## src/design/dtc_pkg.sv

```systemverilog
// constants shared by the converter control block and its write queue
// assumes a single 125 MHz system clock and a 32-bit classic wishbone slave port
package dtc_pkg;
    // ----------------------------------------------------------------
    // channel and word layout
    // ----------------------------------------------------------------
    localparam int NUM_CH = 40;
    localparam int NUM_GRP = 5;
    localparam int DAT_W = 14;
    localparam int CODE_W = 6;
    localparam int ENTRY_W = 22;
    localparam int DAT_LSB = 0;
    localparam int CODE_LSB = 14;
    localparam int SEL_LSB = 20;
    localparam logic [1:0] SEL_SPECIAL = 2'h0;
    localparam logic [1:0] SEL_B = 2'h2;
    localparam logic [1:0] SEL_A = 2'h3;
    localparam logic [5:0] CODE_CTRL = 6'h0C;
    localparam logic [5:0] CODE_SOFT_PU = 6'h09;
    localparam int CTRL_GRP_LSB = 2;
    localparam int CTRL_GUARD = 8;
    localparam logic [13:0] CTRL_RST = 14'h0000;
    // ----------------------------------------------------------------
    // register map (byte addresses)
    // ----------------------------------------------------------------
    localparam logic [7:0] ADR_WRITE_PORT = 8'h00;
    localparam logic [7:0] ADR_CTRL = 8'h04;
    localparam logic [7:0] ADR_STATUS = 8'h08;
    localparam logic [7:0] ADR_MASK = 8'h0C;
    localparam logic [7:0] ADR_STATE = 8'h10;
    localparam int EV_W = 3;
    localparam int EV_TRIP = 0;
    localparam int EV_STROBE = 1;
    localparam int EV_DRAINED = 2;
    localparam logic [2:0] MASK_RST = 3'h0;
    // ----------------------------------------------------------------
    // timing
    // ----------------------------------------------------------------
    localparam int CLK_MHZ = 125;
    localparam int WR_CYCLE_NS = 40;
    localparam int WR_CYCLES = (WR_CYCLE_NS * CLK_MHZ) / 1000;
    localparam int UPDATE_ALL_NS = 14400;
    localparam int APPLY_CYCLES = ((UPDATE_ALL_NS * CLK_MHZ) / 1000) / NUM_CH;
    localparam int QDEPTH = NUM_CH;
    localparam int QLVL_W = 6;
endpackage

```

## src/design/dtc_core.sv

```systemverilog
// converter control: alternate-register switching, overheat guard, write queue
// assumes a classic wishbone master on the system clock; pins synchronous except overheat
`timescale 1ns/1ps
module dtc_core (
    // clock and reset
    input wire logic i_clk_sys,
    input wire logic i_rstn,
    // wishbone slave
    input wire logic i_wb_cyc,
    input wire logic i_wb_stb,
    input wire logic i_wb_we,
    input wire logic [7:0] i_wb_adr,
    input wire logic [3:0] i_wb_sel,
    input wire logic [31:0] i_wb_dat,
    output logic [31:0] o_wb_dat,
    output logic o_wb_ack,
    // device pins
    input wire logic i_load_strobe_n,
    input wire logic i_queue_en_pin,
    input wire logic i_parallel_sel,
    input wire logic i_overheat_async,
    // outputs
    output logic [dtc_pkg::NUM_CH*dtc_pkg::DAT_W-1:0] o_dac_code,
    output logic o_amp_power_down,
    output logic o_queue_active,
    output logic o_irq
);
    import dtc_pkg::*;

    localparam int WR_WIN = WR_CYCLES;
    localparam int APPLY_WIN = APPLY_CYCLES;

    // ----------------------------------------------------------------
    // declarations
    // ----------------------------------------------------------------
    logic ack_q, init_done_q, queue_en_q, par_q, load_strobe_n_q;
    logic [31:0] dat_q;
    logic [DAT_W-1:0] ctrl_q;
    logic [EV_W-1:0] status_q, mask_q;
    logic irq_q, shut_q, hot_m_q, hot_q;
    logic [NUM_CH-1:0][DAT_W-1:0] reg_a_q, reg_b_q, out_q;
    logic [NUM_GRP-1:0] first_q;
    logic [NUM_CH-1:0] sel_b_q;
    logic [6:0] tick_cnt_q;
    logic was_busy_q;

    function automatic logic [2:0] grp_of(input logic [CODE_W-1:0] ch);
        grp_of = 3'(ch >> 3);
    endfunction

    // ----------------------------------------------------------------
    // bus decode
    // ----------------------------------------------------------------
    wire req = i_wb_cyc & i_wb_stb & ~ack_q;
    wire hit_wp = (i_wb_adr == ADR_WRITE_PORT);
    wire hit_ctrl = (i_wb_adr == ADR_CTRL);
    wire hit_st = (i_wb_adr == ADR_STATUS);
    wire hit_mask = (i_wb_adr == ADR_MASK);
    wire hit_state = (i_wb_adr == ADR_STATE);
    wire q_full, q_empty;
    wire [ENTRY_W-1:0] q_head;
    wire [QLVL_W-1:0] q_level;
    wire stall = req & i_wb_we & hit_wp & queue_en_q & q_full;
    wire ack_d = req & ~stall;
    wire wp_wr = ack_d & i_wb_we & hit_wp & (i_wb_sel[2:0] == 3'h7);
    wire mask_wr = ack_d & i_wb_we & hit_mask & i_wb_sel[0];
    wire st_rd = ack_d & ~i_wb_we & hit_st;

    // ----------------------------------------------------------------
    // write queue and apply pacing
    // ----------------------------------------------------------------
    wire tick = (tick_cnt_q == 7'(APPLY_CYCLES - 1));
    wire q_push = wp_wr & queue_en_q;
    wire q_pop = tick & ~q_empty & queue_en_q;
    wire ap_v = queue_en_q ? q_pop : wp_wr;
    wire [ENTRY_W-1:0] ap_e = queue_en_q ? q_head : i_wb_dat[ENTRY_W-1:0];
    wire [1:0] ap_sel = ap_e[SEL_LSB +: 2];
    wire [CODE_W-1:0] ap_code = ap_e[CODE_LSB +: CODE_W];
    wire [DAT_W-1:0] ap_dat = ap_e[DAT_LSB +: DAT_W];
    wire ap_ch_ok = (ap_code < CODE_W'(NUM_CH));
    wire [2:0] ap_grp = grp_of(ap_code);
    wire [NUM_GRP-1:0] grp_en = ctrl_q[CTRL_GRP_LSB +: NUM_GRP];
    wire ctrl_we = ap_v & (ap_sel == SEL_SPECIAL) & (ap_code == CODE_CTRL);
    wire soft_pu = ap_v & (ap_sel == SEL_SPECIAL) & (ap_code == CODE_SOFT_PU);
    wire a_we = ap_v & (ap_sel == SEL_A) & ap_ch_ok;
    wire b_we = ap_v & (ap_sel == SEL_B) & ap_ch_ok & grp_en[ap_grp];
    wire [NUM_GRP-1:0] new_grp_en = ap_dat[CTRL_GRP_LSB +: NUM_GRP];
    wire load_strobe_n_fall = load_strobe_n_q & ~i_load_strobe_n;
    wire guard_on = ctrl_q[CTRL_GUARD];
    wire trip = guard_on & hot_q & ~shut_q;
    wire drained = was_busy_q & q_empty & queue_en_q;
    wire [EV_W-1:0] ev_set = {drained, load_strobe_n_fall, trip};

    dtc_wr_queue u_queue (
        .i_clk_sys(i_clk_sys),
        .i_rstn(i_rstn),
        .i_push(q_push),
        .i_data(i_wb_dat[ENTRY_W-1:0]),
        .o_full(q_full),
        .i_pop(q_pop),
        .o_data(q_head),
        .o_empty(q_empty),
        .o_level(q_level)
    );

    // ----------------------------------------------------------------
    // read mux
    // ----------------------------------------------------------------
    wire [31:0] rd_word = hit_ctrl ? {18'h00000, ctrl_q} :
                          hit_st ? {29'h00000000, status_q} :
                          hit_mask ? {29'h00000000, mask_q} :
                          hit_state ? {16'h0000, 2'h0, q_level, 5'h00,
                                       par_q, queue_en_q, shut_q} :
                          32'h00000000;

    // ----------------------------------------------------------------
    // bus, init sampling, interrupt
    // ----------------------------------------------------------------
    always_ff @(posedge i_clk_sys or negedge i_rstn) begin
        if (!i_rstn) begin
            ack_q <= 1'b0;
            dat_q <= 32'h00000000;
            init_done_q <= 1'b0;
            queue_en_q <= 1'b0;
            par_q <= 1'b0;
            status_q <= '0;
            mask_q <= MASK_RST;
            irq_q <= 1'b0;
            load_strobe_n_q <= 1'b1;
            tick_cnt_q <= '0;
            was_busy_q <= 1'b0;
        end else begin
            ack_q <= ack_d;
            if (ack_d) dat_q <= i_wb_we ? 32'h00000000 : rd_word;
            // pins caught once after release; later changes need a reset
            if (!init_done_q) begin
                init_done_q <= 1'b1;
                par_q <= i_parallel_sel;
                queue_en_q <= i_queue_en_pin & i_parallel_sel;
            end
            // a new event wins over the read that clears it
            status_q <= (status_q & ~(st_rd ? status_q : '0)) | ev_set;
            if (mask_wr) mask_q <= i_wb_dat[EV_W-1:0];
            irq_q <= |(((status_q & ~(st_rd ? status_q : '0)) | ev_set) & mask_q);
            load_strobe_n_q <= i_load_strobe_n;
            tick_cnt_q <= tick ? '0 : tick_cnt_q + 7'h01;
            was_busy_q <= ~q_empty;
        end
    end

    // ----------------------------------------------------------------
    // overheat guard
    // ----------------------------------------------------------------
    always_ff @(posedge i_clk_sys or negedge i_rstn) begin
        if (!i_rstn) begin
            hot_m_q <= 1'b0;
            hot_q <= 1'b0;
            shut_q <= 1'b0;
        end else begin
            hot_m_q <= i_overheat_async;
            hot_q <= hot_m_q;
            if (!guard_on) shut_q <= 1'b0;
            else if (hot_q) shut_q <= 1'b1;
            else if (soft_pu) shut_q <= 1'b0;
        end
    end

    // ----------------------------------------------------------------
    // control word, data registers and output switching
    // ----------------------------------------------------------------
    always_ff @(posedge i_clk_sys or negedge i_rstn) begin
        if (!i_rstn) begin
            ctrl_q <= CTRL_RST;
            reg_a_q <= '0;
            reg_b_q <= '0;
            out_q <= '0;
            first_q <= '1;
            sel_b_q <= '0;
        end else begin
            if (ctrl_we) ctrl_q <= ap_dat;
            if (a_we) reg_a_q[ap_code] <= ap_dat;
            if (b_we) reg_b_q[ap_code] <= ap_dat;
            // a group newly enabled restarts from A on its next strobe
            for (int g = 0; g < NUM_GRP; g++) begin
                if (ctrl_we && new_grp_en[g] && !grp_en[g]) first_q[g] <= 1'b1;
                else if (load_strobe_n_fall) first_q[g] <= 1'b0;
            end
            if (load_strobe_n_fall) begin
                for (int c = 0; c < NUM_CH; c++) begin
                    if (!grp_en[c / 8] || first_q[c / 8]) begin
                        sel_b_q[c] <= 1'b0;
                        out_q[c] <= reg_a_q[c];
                    end else begin
                        sel_b_q[c] <= ~sel_b_q[c];
                        out_q[c] <= sel_b_q[c] ? reg_a_q[c] : reg_b_q[c];
                    end
                end
            end
        end
    end

    // ----------------------------------------------------------------
    // outputs
    // ----------------------------------------------------------------
    assign o_wb_ack = ack_q;
    assign o_wb_dat = dat_q;
    assign o_dac_code = out_q;
    assign o_amp_power_down = shut_q;
    assign o_queue_active = queue_en_q;
    assign o_irq = irq_q;
endmodule // dtc_core

```

## src/design/dtc_wr_queue.sv

```systemverilog
// write queue holding one full set of channel writes
// assumes push is never given while full and pop never while empty
`timescale 1ns/1ps
module dtc_wr_queue (
    // clock and reset
    input wire logic i_clk_sys,
    input wire logic i_rstn,
    // fill side
    input wire logic i_push,
    input wire logic [dtc_pkg::ENTRY_W-1:0] i_data,
    output logic o_full,
    // drain side
    input wire logic i_pop,
    output logic [dtc_pkg::ENTRY_W-1:0] o_data,
    output logic o_empty,
    output logic [dtc_pkg::QLVL_W-1:0] o_level
);
    import dtc_pkg::*;

    logic [ENTRY_W-1:0] mem_q [QDEPTH];
    logic [QLVL_W-1:0] wp_q, rp_q, lvl_q;

    function automatic logic [QLVL_W-1:0] bump(input logic [QLVL_W-1:0] p);
        bump = (p == QLVL_W'(QDEPTH - 1)) ? '0 : p + 6'h01;
    endfunction

    assign o_full = (lvl_q == QLVL_W'(QDEPTH));
    assign o_empty = (lvl_q == 6'h00);
    assign o_data = mem_q[rp_q];
    assign o_level = lvl_q;

    always_ff @(posedge i_clk_sys) begin
        if (i_push) begin
            mem_q[wp_q] <= i_data;
        end
    end

    always_ff @(posedge i_clk_sys or negedge i_rstn) begin
        if (!i_rstn) begin
            wp_q <= '0;
            rp_q <= '0;
            lvl_q <= '0;
        end else begin
            if (i_push) wp_q <= bump(wp_q);
            if (i_pop) rp_q <= bump(rp_q);
            lvl_q <= lvl_q + QLVL_W'(i_push) - QLVL_W'(i_pop);
        end
    end
endmodule // dtc_wr_queue

```

## config.mk

```make
export PLATFORM = sky130hd
export DESIGN_NAME = dtc_core
export DESIGN_NICKNAME = d
export VERILOG_FILES = /design/src/design/dtc_pkg.sv /design/src/design/dtc_core.sv /design/src/design/dtc_wr_queue.sv
export SDC_FILE = /design/constraint.sdc
export NUM_CORES = 2
export LEC_CHECK = 0
export BUFFER_PORTS_ARGS = -buffer_cell sky130_fd_sc_hd__buf_2
export CORE_ASPECT_RATIO = 1.5
export CORE_UTILIZATION = 35
export DETAILED_ROUTE_END_ITERATION = 8
export GPL_TIMING_DRIVEN = 0
export PLACE_DENSITY_LB_ADDON = 0.15
export SLEW_MARGIN = 5
export SYNTH_ARGS = -nofsm -noshare
export SYNTH_HDL_FRONTEND = slang
export SYNTH_SLANG_ARGS = --single-unit
```

## constraint.sdc

```tcl
create_clock -name i_clk_sys -period 4.7 [get_ports i_clk_sys]
set_clock_uncertainty 0.05 [all_clocks]
set_input_delay 0 -clock i_clk_sys [delete_from_list [all_inputs] [get_ports i_clk_sys]]
set_output_delay 0 -clock i_clk_sys [all_outputs]
set_load 0.005 [all_outputs]
```

==> results.sh <==
export IMPL_slew_violations=0
export IMPL_row_count=248
export IMPL_whs_ns=0.0203
export IMPL_synth_distinct_cells=81
export IMPL_final_setup_viol_count=2
export IMPL_fillers=28000
export IMPL_cts_num_sinks=2674
export IMPL_p_total_uw=48900
export IMPL_grt_pass1_vias=67300
export IMPL_cts_max_level=5
export IMPL_clock_latency_ns=0.87
export IMPL_cp_required_ns=5.36
export IMPL_worstHoldPathType="input pin to flip-flop"
export IMPL_drive_gt1_share_pct=34.5
export IMPL_start_util_pct=35.1
export IMPL_powerDensity_nw_per_um2=383
export IMPL_period_share_pct=100
export IMPL_routed_wirelength_mm=364
export IMPL_syn_inst=7204
export IMPL_cts_made_buffers=277
export IMPL_yosys_area_top_type_share_pct=41.9
export IMPL_hold_viol=0
export IMPL_antenna_found_initial=29
export IMPL_synthTopCellsByArea="dfrtp_1, edfxtp_1, mux2_2, mux2i_1, o21ai_0"
export IMPL_synth_main_ff_cell="dfrtp_1"
export IMPL_drtPass1Iterations=5
export IMPL_relSlewSlack_pct=17.3
export IMPL_syn_area_um2=107000
export IMPL_routed_via_density=5.22
export IMPL_crit_type="flip-flop to flip-flop"
export IMPL_layout_common_cells="dfrtp_1, mux2_2, edfxtp_1"
export IMPL_ys_ff_latch=2674
export IMPL_vias=65300
export IMPL_grt_first_pass_wirelength_mm=511
export IMPL_final_common_cell="dfrtp_1"
export IMPL_final_area_um2=128000
export IMPL_die_area_um2=307000
export IMPL_clk_pin_slew_ns=0.06
export IMPL_io_pins=649
export IMPL_vdd_drop_max_v=0.000249
export IMPL_outcome="finished with violations"
export IMPL_violations="negative setup slack"
export IMPL_fmax_mhz=212
export IMPL_ys_warn_count=0
export IMPL_ant_nets=0
export IMPL_pre_cts_slack_ns=-1.97
export IMPL_dpl_instance_area_um2=117000
export IMPL_port_buffers=618
export IMPL_place_hpwl_mm=258
export IMPL_ys_seq_area_share_pct=66.8
export IMPL_endpoint_kind="flip-flop"
export IMPL_drc=0
export IMPL_die_x_um=453
export IMPL_layout_setup_ws_ns=-0.00629
export IMPL_die_h_um=678
export IMPL_clockBufferDepth=4
export IMPL_nNetsFinal=8354
export IMPL_drv_cap=0
export IMPL_cts_tree="built"
export IMPL_root_buffer="clkbuf_16"
export IMPL_first_iter_violations=4975
export IMPL_wl_per_cell_um=29.1
export IMPL_critPathLaunchType="flip-flop"
export IMPL_rrSetupSlack_ns=-0.006
export IMPL_setup_tns_ns=-0.00859
export IMPL_grt_setup_unrepaired="true"
export IMPL_worst_pin_slew_ns=1.24
export IMPL_synth_edf_count=880
export IMPL_crit_fanout=10
export IMPL_syn_area_per_cell_um2=14.8
export IMPL_gr_total_overflow=0
export IMPL_p_leak_uw=0.0545
export IMPL_gr_usage_all_layers_pct=23.3
export IMPL_areaGrowthSynthToFinish_pct=19.7
export IMPL_cp_arrival_ns=5.37
export IMPL_async_reset_ff_share_pct=67.1
export IMPL_period_needed_ns=4.71
export IMPL_grt_max_degree=164
export IMPL_gp_congestion=0.848
export IMPL_coreArea_um2=304000
export IMPL_yosysTopAreaCell="dfrtp_1"
timing repair:
action                                 4_1_cts  5_1_grt
gates resized for setup                    327       93
setup endpoints to repair                 1142     1084
setup buffers                               26       28
endpoints found under the hold margin     1255        0
pin swaps                                   13       12
hold buffers                                44        0
synthesized netlist by cell type (all sizes together) (10+ instances only):
cell    count
o311ai     10
nand2b     12
a22oi      21
mux2     1182
ha         14
a22o       11
nand4      15
o221ai     34
clkbuf    343
xnor2      10
o21ai     662
o22ai      34
a21oi      68
a31oi      10
nand3      27
nor3       34
mux2i     710
nand2     721
nor2      162
dfrtp    1788
buf       164
edfxtp    880
inv        36
mux4      131
layer usage:
layer  vias up  global-route usage [%]  wire length (um)
met5         -                       0                16
met4         2                    7.89             12900
met3       482                    3.84             19900
met2      1786                    41.2            188000
met1     34700                    28.6            144000
li1      28300                       -                 -
through the flow:
step,instances,utilization [%]
floorplan,7221,-
global placement,11800,37.8
detailed placement,11900,38.4
CTS,12500,41.9
global route,12500,42.1
finish,12500,42.1
power breakdown:
part           leakage, uW  switching (uW)  internal [uW]  total (uW)
Combinational       0.0172            2000            604        2600
Sequential          0.0329            30.0          24100       24100
Clock              0.00442            9380          12800       22100
Total               0.0545           11400          37500       48900
worst paths after layout:
check | from | endpoint | cells past startpoint
min | i_parallel_sel | par_q | 3
min in group asynchronous | i_rstn | o_dac_code[192] | 4
max in group asynchronous | i_rstn | o_dac_code[421] | 9
max | u_queue.rp_q[0] | reg_b_q[554] | 13
max reg2reg | u_queue.rp_q[0] | reg_b_q[554] | 13
min reg2reg | hot_m_q | hot_q | 0
critical path: stages, from the launching register on:
cell and delay (ns):
dfrtp_1 0.38, buf_6 0.21, buf_4 0.28, mux4_2 0.55, a22o_1 0.24, o21ai_0 0.69, a31oi_4 0.35, inv_1 0.35
nor4_4 0.10, buf_12 0.16, buf_4 0.15, nand2_1 0.25, buf_2 0.36, mux2_2 0.38
kinds of logic after synthesis:
kind of cell	synth area share [%]
flops	66.8
mux	21.9
simple gates	4.05
compound gates	4.67
buf+inv	2.24
xor+xnor	0.131
fa+ha+maj	0.183
other cells	0.00704
final cells by class:
type / instances / area (um^2) / share of cell area, %
Antenna cell: 15 / 37.5 / 0.0294
Sequential cell: 2674 / 71300 / 55.8
Multi-Input combinational cell: 4001 / 34100 / 26.7
Clock inverter: 72 / 587 / 0.459
Buffer: 505 / 2720 / 2.13
Inverter: 39 / 148 / 0.116
Clock buffer: 400 / 8380 / 6.56
Tap cell: 4000 / 5000 / 3.92
Timing Repair Buffer: 788 / 5520 / 4.32
flip-flops by register name, indices dropped and copies added (netlist names), 3 cells and up:
name,cells
ctrl_q,14
first_q,5
mask_q,3
o_dac_code,560
o_wb_dat,14
reg_a_q,560
reg_b_q,560
sel_b_q,40
status_q,3
tick_cnt_q,7
u_queue.mem_q,880
u_queue.o_level,6
u_queue.rp_q,6
u_queue.wp_q,6
(Power assumes the default switching activity.)
